==> src/logic/osc_switch_pkg.sv <==
// Purpose: Constants and carriers for the oscillator clock switch block
// Assumes: core_clk at 250 MHz, AXI4-Lite register access with 32-bit data
// Notes: Source clocks are modelled as levels sampled on core_clk
// How it works
// - Eight-bit trim, larger value means longer period
// - Reset loads trim midpoint, oscillator restarts there
// - External select makes input pin a clock
// - Two external rising edges confirm activity
// - Changeover is glitch free on clock outputs
// - Engaged flag set before internal oscillator stops
// - Only reset restarts internal oscillator, no fallback
// - External clock drives x4, halved for x2
// - External option: output pin is port I/O
// - Crystal option: output pin is amplifier output
// - Internal/RC: enable bit picks port or x4
// - Integration unit enable gates selected oscillator
// - clock_x4 equals selected source clock
// - clock_x2 runs at half of clock_x4
// - Internal oscillator nominally 4.0 MHz
// - Wait mode leaves clocks running
// - Stop mode halts source and both clocks
// - Two-bit source code: internal, external, RC, crystal
// - Switch request is read/write, cleared by reset
// - Engaged flag is read-only source status
package osc_switch_pkg;

  // Register byte offsets
  localparam logic [7:0] TRIM_OFFSET = 8'h38;
  localparam logic [7:0] STATUS_OFFSET = 8'h3C;
  localparam logic [7:0] CONFIG_OFFSET = 8'h40;

  // Field positions
  localparam int REQ_BIT = 0;
  localparam int ENGAGED_BIT = 1;
  localparam int SEL_LSB = 0;
  localparam int OUTEN_BIT = 2;

  // Values after reset
  localparam logic [7:0] TRIM_RESET = 8'h80;
  localparam logic [1:0] SEL_RESET = 2'h0;

  // Internal oscillator timing, period counted in eighths of a core cycle
  localparam int CORE_MHZ = 250;
  localparam int INT_OSC_MHZ = 4;
  localparam logic [9:0] PERIOD_EIGHTHS = 10'(8 * CORE_MHZ / INT_OSC_MHZ);
  localparam logic [9:0] STEP_SIXTEENTHS = 10'h010;
  localparam logic [1:0] CONFIRM_EDGES = 2'h2;

  // Bus answers
  localparam logic [1:0] RESP_OKAY = 2'h0;
  localparam logic [1:0] RESP_SLVERR = 2'h2;

  typedef enum logic [1:0] {
    SRC_INTERNAL = 2'h0,
    SRC_EXTERNAL = 2'h1,
    SRC_RC = 2'h2,
    SRC_CRYSTAL = 2'h3
  } source_e;

  typedef enum logic [1:0] {
    SW_IDLE = 2'h0,
    SW_CONFIRM = 2'h1,
    SW_ALIGN = 2'h3,
    SW_DONE = 2'h2
  } switch_e;

  // Derived clocks toward the integration unit
  typedef struct packed {
    logic x4;
    logic x2;
  } clocks_s;

  // Pin steering toward the pad logic
  typedef struct packed {
    logic inIsClock;
    logic outO;
    logic outOe;
  } pins_s;

endpackage

==> src/logic/oscillator_clock_switch.sv <==
// Purpose: Clock source selection, trimmed internal oscillator and switch to external clock
// Assumes: Source clocks far slower than core_clk; AXI master holds payloads until taken
// Notes: All derived clocks are levels built in the core_clk domain
//
// The AXI4-Lite register port was chosen for this implementation.
`timescale 1ns/1ps
module oscillator_clock_switch
  import osc_switch_pkg::*;
(
  input wire logic core_clk,
  input wire logic rst,
  input wire logic [7:0] s_axi_awaddr,
  input wire logic s_axi_awvalid,
  output logic s_axi_awready,
  input wire logic [31:0] s_axi_wdata,
  input wire logic [3:0] s_axi_wstrb,
  input wire logic s_axi_wvalid,
  output logic s_axi_wready,
  output logic [1:0] s_axi_bresp,
  output logic s_axi_bvalid,
  input wire logic s_axi_bready,
  input wire logic [7:0] s_axi_araddr,
  input wire logic s_axi_arvalid,
  output logic s_axi_arready,
  output logic [31:0] s_axi_rdata,
  output logic [1:0] s_axi_rresp,
  output logic s_axi_rvalid,
  input wire logic s_axi_rready,
  input wire logic clockInPin,
  input wire logic portA4Out,
  input wire logic portA4Oe,
  input wire logic oscEnableFromSysint,
  input wire logic stopMode,
  output clocks_s clocks,
  output pins_s pins,
  output logic [7:0] trimValue
);

  // Bus state
  logic awHeld_r;
  logic wHeld_r;
  logic [7:0] awAddr_r;
  logic [31:0] wData_r;
  logic [3:0] wStrb_r;
  logic bValid_r;
  logic [1:0] bResp_r;
  logic rValid_r;
  logic [31:0] rData_r;
  logic [1:0] rResp_r;

  // Block state
  logic [7:0] trim_r;
  logic [7:0] trimAct_r;
  logic req_r;
  logic engaged_r;
  logic intRun_r;
  logic [1:0] sel_r;
  logic outEn_r;
  switch_e state_r;
  switch_e state_nxt;
  logic [1:0] edgeCnt_r;
  logic [9:0] acc_r;
  logic internal_osc_clock_r;
  logic extS1_r;
  logic extS2_r;
  logic extPrev_r;
  logic x4_r;
  logic x2_r;
  logic outO_r;
  logic outOe_r;

  // Address decode, one function for both channels
  function automatic logic [1:0] decode(input logic [7:0] addr);
    if (addr == TRIM_OFFSET) begin
      decode = 2'h1;
    end else if (addr == STATUS_OFFSET) begin
      decode = 2'h2;
    end else if (addr == CONFIG_OFFSET) begin
      decode = 2'h3;
    end else begin
      decode = 2'h0;
    end
  endfunction

  // Write channel handshakes and commit
  wire [1:0] wrSel = decode(awAddr_r);
  wire doWrite = awHeld_r && wHeld_r && !bValid_r;
  wire lowLane = wStrb_r[0];
  assign s_axi_awready = !awHeld_r && !bValid_r;
  assign s_axi_wready = !wHeld_r && !bValid_r;
  assign s_axi_bvalid = bValid_r;
  assign s_axi_bresp = bResp_r;

  // Read channel handshakes
  wire [1:0] rdSel = decode(s_axi_araddr);
  wire doRead = s_axi_arvalid && !rValid_r;
  assign s_axi_arready = !rValid_r;
  assign s_axi_rvalid = rValid_r;
  assign s_axi_rdata = rData_r;
  assign s_axi_rresp = rResp_r;

  // Read mux, unused bits read zero
  wire [31:0] rdWord =
    (rdSel == 2'h1) ? {24'h000000, trim_r} :
    (rdSel == 2'h2) ? {30'h00000000, engaged_r, req_r} :
    (rdSel == 2'h3) ? {29'h00000000, outEn_r, sel_r} :
    32'h00000000;

  // Write side: capture each channel, commit once both are held
  always_ff @(posedge core_clk or posedge rst) begin
    if (rst) begin
      awHeld_r <= 1'b0;
      wHeld_r <= 1'b0;
      awAddr_r <= 8'h00;
      wData_r <= 32'h00000000;
      wStrb_r <= 4'h0;
      bValid_r <= 1'b0;
      bResp_r <= RESP_OKAY;
    end else begin
      if (s_axi_awvalid && s_axi_awready) begin
        awHeld_r <= 1'b1;
        awAddr_r <= s_axi_awaddr;
      end
      if (s_axi_wvalid && s_axi_wready) begin
        wHeld_r <= 1'b1;
        wData_r <= s_axi_wdata;
        wStrb_r <= s_axi_wstrb;
      end
      if (doWrite) begin
        awHeld_r <= 1'b0;
        wHeld_r <= 1'b0;
        bValid_r <= 1'b1;
        bResp_r <= (wrSel == 2'h0) ? RESP_SLVERR : RESP_OKAY;
      end else if (bValid_r && s_axi_bready) begin
        bValid_r <= 1'b0;
      end
    end
  end

  // Read answer stands until rready; arready stays low meanwhile
  always_ff @(posedge core_clk or posedge rst) begin
    if (rst) begin
      rValid_r <= 1'b0;
      rData_r <= 32'h00000000;
      rResp_r <= RESP_OKAY;
    end else if (doRead) begin
      rValid_r <= 1'b1;
      rData_r <= rdWord;
      rResp_r <= (rdSel == 2'h0) ? RESP_SLVERR : RESP_OKAY;
    end else if (rValid_r && s_axi_rready) begin
      rValid_r <= 1'b0;
    end
  end

  // Software registers; trim and request start from defined values
  always_ff @(posedge core_clk or posedge rst) begin
    if (rst) begin
      trim_r <= TRIM_RESET;
      req_r <= 1'b0;
      sel_r <= SEL_RESET;
      outEn_r <= 1'b0;
    end else if (doWrite && lowLane) begin
      if (wrSel == 2'h1) begin
        trim_r <= wData_r[7:0];
      end
      if (wrSel == 2'h2) begin
        req_r <= wData_r[REQ_BIT];
      end
      if (wrSel == 2'h3) begin
        sel_r <= wData_r[SEL_LSB +: 2];
        outEn_r <= wData_r[OUTEN_BIT];
      end
    end
  end

  // Selected source runs only while enabled and not stopped; wait mode has no input here
  wire srcRun = oscEnableFromSysint && !stopMode;
  wire selExt = (sel_r != SRC_INTERNAL);

  // Pin into clock domain through two flops, nothing reads the first
  always_ff @(posedge core_clk or posedge rst) begin
    if (rst) begin
      extS1_r <= 1'b0;
      extS2_r <= 1'b0;
      extPrev_r <= 1'b0;
    end else begin
      extS1_r <= clockInPin;
      extS2_r <= extS1_r;
      extPrev_r <= extS2_r;
    end
  end
  wire extRise = extS2_r && !extPrev_r;
  wire extFall = !extS2_r && extPrev_r;

  // Internal oscillator: half period in sixteenths equals full period in eighths
  wire [9:0] periodEighths = PERIOD_EIGHTHS - 10'(TRIM_RESET) + 10'(trimAct_r);
  wire [9:0] accSum = acc_r + STEP_SIXTEENTHS;
  wire halfDone = (accSum >= periodEighths);
  wire intAdvance = intRun_r && srcRun;

  // Trim is applied at half-period boundaries only,
  // so a trim write never cuts the running phase short
  always_ff @(posedge core_clk or posedge rst) begin
    if (rst) begin
      acc_r <= 10'h000;
      internal_osc_clock_r <= 1'b0;
      trimAct_r <= TRIM_RESET;
    end else if (intAdvance) begin
      acc_r <= halfDone ? (accSum - periodEighths) : accSum;
      internal_osc_clock_r <= halfDone ? !internal_osc_clock_r : internal_osc_clock_r;
      trimAct_r <= halfDone ? trim_r : trimAct_r;
    end
  end

  // Changeover sequencer
  // Hand over at an external fall while internal is low: the external low phase is whole
  wire bothLow = !internal_osc_clock_r && extFall;
  always_comb begin
    state_nxt = state_r;
    case (state_r)
      SW_IDLE: begin
        if (req_r && selExt) begin
          state_nxt = SW_CONFIRM;
        end
      end
      SW_CONFIRM: begin
        if (!req_r) begin
          state_nxt = SW_IDLE;
        end else if (extRise && edgeCnt_r == CONFIRM_EDGES - 2'h1) begin
          state_nxt = SW_ALIGN;
        end
      end
      SW_ALIGN: begin
        if (!req_r) begin
          state_nxt = SW_IDLE;
        end else if (bothLow) begin
          state_nxt = SW_DONE;
        end
      end
      SW_DONE: begin
        state_nxt = SW_DONE;
      end
      default: begin
        state_nxt = SW_IDLE;
      end
    endcase
  end

  // Engaged rises on entry to done; oscillator stops one cycle later
  always_ff @(posedge core_clk or posedge rst) begin
    if (rst) begin
      state_r <= SW_IDLE;
      edgeCnt_r <= 2'h0;
      engaged_r <= 1'b0;
      intRun_r <= 1'b1;
    end else begin
      state_r <= state_nxt;
      edgeCnt_r <= (state_r != SW_CONFIRM) ? 2'h0 : (extRise ? edgeCnt_r + 2'h1 : edgeCnt_r);
      if (state_nxt == SW_DONE) begin
        engaged_r <= 1'b1;
      end
      if (engaged_r) begin
        intRun_r <= 1'b0;
      end
    end
  end

  // Derived clocks; a halted source freezes both levels so no runt pulse appears
  wire srcLevel = engaged_r ? extS2_r : internal_osc_clock_r;
  wire x4Nxt = srcRun ? srcLevel : x4_r;
  always_ff @(posedge core_clk or posedge rst) begin
    if (rst) begin
      x4_r <= 1'b0;
      x2_r <= 1'b0;
    end else begin
      x4_r <= x4Nxt;
      x2_r <= (x4Nxt && !x4_r) ? !x2_r : x2_r;
    end
  end
  assign clocks.x4 = x4_r;
  assign clocks.x2 = x2_r;

  // Output pin steering by source option
  wire srcXtal = (sel_r == SRC_CRYSTAL);
  wire srcPlain = (sel_r == SRC_EXTERNAL);
  wire driveX4 = !srcXtal && !srcPlain && outEn_r;
  wire outONxt = srcXtal ? !extS2_r : (driveX4 ? x4Nxt : portA4Out);
  wire outOeNxt = srcXtal || driveX4 || portA4Oe;
  always_ff @(posedge core_clk or posedge rst) begin
    if (rst) begin
      outO_r <= 1'b0;
      outOe_r <= 1'b0;
    end else begin
      outO_r <= outONxt;
      outOe_r <= outOeNxt;
    end
  end
  // Pin function and trim mirror go straight out
  assign pins.inIsClock = selExt;
  assign pins.outO = outO_r;
  assign pins.outOe = outOe_r;
  assign trimValue = trim_r;

endmodule // oscillator_clock_switch

==> config.mk <==
export PLATFORM = sky130hd
export DESIGN_NAME = oscillator_clock_switch
export DESIGN_NICKNAME = d
export VERILOG_FILES = /design/src/logic/osc_switch_pkg.sv /design/src/logic/oscillator_clock_switch.sv
export SDC_FILE = /design/constraint.sdc
export NUM_CORES = 1
export LEC_CHECK = 0
export ABC_AREA = 0
export BUFFER_PORTS_ARGS = -buffer_cell sky130_fd_sc_hd__buf_2
export CORE_MARGIN = 5
export CORE_UTILIZATION = 27
export DETAILED_ROUTE_END_ITERATION = 8
export PLACE_DENSITY = 0.53
export SYNTH_ARGS = -nofsm -noshare
export SYNTH_HDL_FRONTEND = slang
export SYNTH_SLANG_ARGS = --single-unit
==> constraint.sdc <==
create_clock -name core_clk -period 2.9 [get_ports core_clk]
set_input_delay 0.29 -clock core_clk [delete_from_list [all_inputs] [get_ports core_clk]]
set_output_delay 0.29 -clock core_clk [all_outputs]
set_load 0.01 [all_outputs]
# Word level (Yosys, flattened, before mapping)
# Cells that the tools add are included.
# totals
ff_bits	101
input_bits	64
elab_cells	132
# classes
addsub	4
n_lt_le_gt_ge	1
n_eq_ne	20
muxes	32
n_reduce_logical	47
# ops
op	count
$eq 8x6->1 const B	4
$mux 2	15
$logic_and 1x1->1	20
$eq 2x2->1 const B	8
$eq 8x7->1 const B	2
$logic_not 1->1	12
$mux 1	12
$reduce_bool 2->1	6
$add 10x5->10 const B	1
$add 9x8->10 const A	1
$eq 2x1->1 const B	5
$ge 10x10->1	1
$mux 10	1
$sub 10x10->10	1
$mux 8	1
$pmux 2 s4	1
$reduce_and 2->1	4
$logic_not 2->1	3
$mux 3	2
$add 2x1->2 const B	1
$logic_or 1x1->1	2
$ne 2x1->1 const B	1

# Logic depth before layout (Yosys ltp)
# depth
word_depth	8
mapped_depth	12
ltp_nobuf	10

# Worst setup path before layout
# No wires, ideal clock.
# synth_timing
path_kind	reg-to-reg
from	register trimAct_r[4]
to	register acc_r[9]
setup_time_ns	0.124
arrival_time_ns	2.697
path_slack_ns	0.079
path_stages_with_launch	12
path_cell_list	dfrtp_1 -> or3_1 -> o21a_1 -> ha_1 -> buf_2 -> a21o_1 -> a21oi_1 -> nand2_1 -> o311ai_4 -> buf_6 -> a21oi_2 -> a211o_1
# synth_via
elab_chain_cells	3
elab_cells_between_ends	4
classes_between	add/sub (2); order compare (1); mux (1)
# synth_rtl
element	line	source
start: declaration	oscillator_clock_switch.sv:53	logic [7:0] trimAct_r;
start signal: assignment	oscillator_clock_switch.sv:211	trimAct_r <= halfDone ? trim_r : trimAct_r;
$add 9x8->10 *	oscillator_clock_switch.sv:196	wire [9:0] periodEighths = PERIOD_EIGHTHS - 10'(TRIM_RESET) + 10'(trimAct_r);
$sub 10x10->10 or $ge 10x10->1 (tied branches)	oscillator_clock_switch.sv:209, oscillator_clock_switch.sv:198	
$mux 10 *	oscillator_clock_switch.sv:209	acc_r <= halfDone ? (accSum - periodEighths) : accSum;
end signal: assignment	oscillator_clock_switch.sv:209	
end: declaration	oscillator_clock_switch.sv:62	logic [9:0] acc_r;
# Mark *: on every way between the ends. The rest lies on a longest branch, timed or not.
# A chain may end at the register's enable or synchronous reset.

# Worst setup path in the final report
# layout_timing
from	register trimAct_r[4]
to	register acc_r[1]
# layout_via
elab_chain_cells	3
# layout_rtl
element	line	source
$add 9x8->10	oscillator_clock_switch.sv:196	
$ge 10x10->1	oscillator_clock_switch.sv:198	wire halfDone = (accSum >= periodEighths);
$mux 10	oscillator_clock_switch.sv:209	
# Every way passes these cells.

==> summary.md <==
| Metric | Value |
|---|---|
| R2R depth | 9 |
| Period minus WS final | 2750 ps |
| Sequential share of power | approximately 48% |
| CTS Buf Count | 9 |
| WP buf/inv | 1 |
| Dpl hpwl | ~6.4 mm |
| DRC | 0 |
| Combinational cell fraction of total power | 16.9% |
| Number of synthesized flops with an enable pin | 0 |
| Crit-path cells | or3_4 -> o21a_1 -> ha_4 -> a21o_1 -> a21oi_2 -> nand2_2 -> o311ai_4 -> buf_6 -> mux2_2 |
| Synth warnings | 0 |
| Clock skew | 4.21 ps |
| TritonCTS Sinks | 75 |
| XOR/XNOR Fraction of Synth Area | slightly below 4% |
| CTS tree | built |
| Number of cells on the critical path | 9 |
| Mux contribution to synthesized area | approximately an eighth |
| Layout area overhead | 20.7% |
| Syn Std Cell Area | slightly below 0.004 mm² |
| Grt total ovfl | 0 |
| First-pass GRT wire length | 13.9 mm |
| Max Cap Violations | 0 |
| Initial antenna violation count | 0 |
| Routed Antenna Nets | 0 |
| Io pins | 118 |
| Worst Hold Class | in -> async |
| Worst setup EP type | flip-flop |
| Synth Area per Inst | 11.0 µm² |
| Drt first pass iters | 4 |
| Post-DR vias/cell | 4.46 |
| Final Max Tran Viols | 0 |
| Fin. Hold Viols | 0 |
| Die Y | approximately 130 µm |
| Longest Clk Path Bufs | 2 |
| Gr usage total | 9.75% |
| Slowest CP cell | dfrtp_2 |
| Critical path class | reg -> reg |
| Ant diodes | 0 |
| Outcome | completed |
| Overall power consumption | 2.87 mW |
| DRT iter0 DRCs | 68 |
| Max-slew headroom | 53.2% |
| Share of layout cells above drive strength 1 | a little over a third |
| Setup violations, final | 0 |
| Synth Area in Compound Gates | around an eighth |
| Core outline area | 0.0145 mm² |
| Routed via count | 2805 |
| Async SR Flop Fraction | 100% |
| RSZ-0062 raised after global routing | false |
| Number of global-route vias before repair | 2843 |
| Post-synthesis sequential element count | 75 |
| Post-synthesis adder-cell area fraction | 4.91% |
| Rows | 44 |
| Routed length per placed instance | 13.1 µm |
| Final worst-path cycle share | 94.8% |
| Top Family by Delay on Critical Path | compound AO/OA/AOI/OAI gates |
| P_int | 2.08 mW |
| Seq/Total Area, Yosys | 47.3% |
| Clk pwr share | 35.6% |
| Skew-Pair Late Insertion Delay | approximately 330 ps |
| Critical path's largest stage delay | 440 ps |
| Starting utilization of the core area | 27.5% |
| Worst setup SP type | flip-flop |
| Mapped Cells | approximately 360 |
| Slew @ Worst Pin | 698 ps |
| Filler cells | about 1.5k |
| Cts hold-fix bufs | 0 |
| Die X | approximately 130 µm |
| Leak | roughly 2.3 nW |
| Pwr Density | 598 mW/mm² |
| Worst IR drop on VDD | 0.473 mV |
| Setup_tns | 0 ps |
| CP Max Fanout | 5 |
| Htree depth | 3 |
| Largest family of logic cells by synthesized area | multiplexers |
| Fmax | 0.364 GHz |
| Arr. time, crit path | 2960 ps |
| DP Area | 0.00443 mm² |
| Post-route cell area | 0.00480 mm² |
| Largest net degree at the start of global routing | 29 |
| WL final | 8.26 mm |
| Net Sw Frac | 27.4% |
| Nets | 519 |
| WP data required | 3110 ps |
| Post-Synth Simple-Gate Area | roughly 11% |
| Die Area | 0.0172 mm² |
| Final hold slack | approximately 14 ps |
| Number of port buffers | 64 |
| Sw Pwr | 0.786 mW |
| CTS clk-pin slew, worst paths | 60 ps |
| Post-synth top flop | dfrtp_1 |
| Placer Congestion | 0.794 |
| Library cells used by synthesis | 54 |
| Root buf cell | clkbuf_16 |
[flip-flops by register name, indices dropped and copies added (netlist names), 2 cells and up]
signal       count
s_axi_rdata      8
sel_r            2
acc_r           10
wData_r          8
awAddr_r         8
trimAct_r        8
state_r          2
edgeCnt_r        2
trimValue        8
[final cells by class]
cell class              count  area, µm²  share of cell area, %
clock inverters             4       26.3                  0.548
clock buffers              12        246                   5.14
multi-input cells         259       1910                   39.9
well taps                 184        230                   4.80
inverters                  16       60.1                   1.25
flip-flops and latches     75       1880                   39.2
repair buffers             79        440                   9.18
[routing by layer]
metal  GRT usage, %  up-vias  part of all wire [%]
li1               -     1371                     -
met5              0        -                     0
met3           2.56       13                   6.7
met2           15.6       73                    48
met4           4.97        0                   2.1
met1           12.1     1348                    43
[cells in the final DEF, fill, tap and decap left out, drive strengths merged, types with 3 or more instances in the layout]
cell type,synthesis,layout
a21o,3,3
a21oi,17,17
a22o,5,5
and2,3,3
buf,33,79
clkbuf,5,12
clkinv,0,3
conb,1,26
dfrtp,72,72
dfstp,3,3
ha,14,14
inv,16,16
mux2,38,38
mux2i,6,6
nand2,25,25
nand2b,5,5
nand3,7,7
nand4b,3,3
nor2,24,24
nor2b,3,3
nor3,7,7
o21ai,15,15
or2,5,5
xnor2,13,13
xor2,5,5
[worst register-to-register path: stages, from the launching register on]
cell      delay [ps]
dfrtp_2          440
or3_4            400
o21a_1           210
ha_4             240
a21o_1           170
a21oi_2          170
nand2_2          100
o311ai_4         400
buf_6            180
mux2_2           320
[path summary, 6_finish.rpt]
path / from / to / slack (ps)
worst min register to register: extS1_r / extS2_r / 360
worst max register to register: trimAct_r[4] / acc_r[1] / 150
worst max-delay path: trimAct_r[4] / acc_r[1] / 150
min in group core_clk: clockInPin / extS1_r / 60
max in group asynchronous: rst / intRun_r / 2050
worst min-delay path: rst / s_axi_rdata[4] / 10
[synthesized netlist by cell type, types with 5 or more instances]
master    number  area share, %
dfrtp_1       72             45
mux2_2        38             11
buf_4         31            5.9
nand2_1       25            2.4
nor2_1        24            2.3
inv_1         16            1.5
a21oi_1       15            1.9
o21ai_0       15            1.9
ha_1          14            4.4
xnor2_1       13            2.9
nand3_1        7           0.88
mux2i_1        6            1.5
nor3_1         6           0.76
a22o_1         5            1.1
clkbuf_1       5           0.47
nand2b_1       5           0.79
or2_2          5           0.79
xor2_1         5            1.1
[power groups by stage]
stage	Combinational, mW	Clock (mW)	Sequential [mW]
2_1_floorplan	0.384	0	1.35
3_3_place_gp	0.478	0	1.37
3_5_place_dp	0.490	0	1.38
4_1_cts	0.493	1.06	1.37
5_1_grt	0.537	1.10	1.39
6_report	0.486	1.02	1.36
[metrics by stage]
stage	std cells	util [%]	worst slack, ps
detailed placement	608	30.6	42.8
finish	629	33.1	152
CTS	624	32.5	24.1
global route	629	33.1	27.0
floorplan	388	-	79.4
global placement	608	30.6	80.9
[cell families after synthesis]
| family | Yosys count |
|---|---|
| xor gates and xnor gates | 18 |
| muxes | 44 |
| other | 1 |
| and+or+nand+nor | 92 |
| adders and majority gates | 15 |
| AOI/OAI and AO/OA | 64 |
| buffers and inverters | 54 |
| DFF | 75 |
[what timing repair did]
item,4_1_cts,5_1_grt
endpoints found under the hold margin,0,0
buffers inserted,0,4
setup endpoints to repair,0,12
gates resized for setup,0,15
Note: power is estimated with default switching activity, not from simulation.
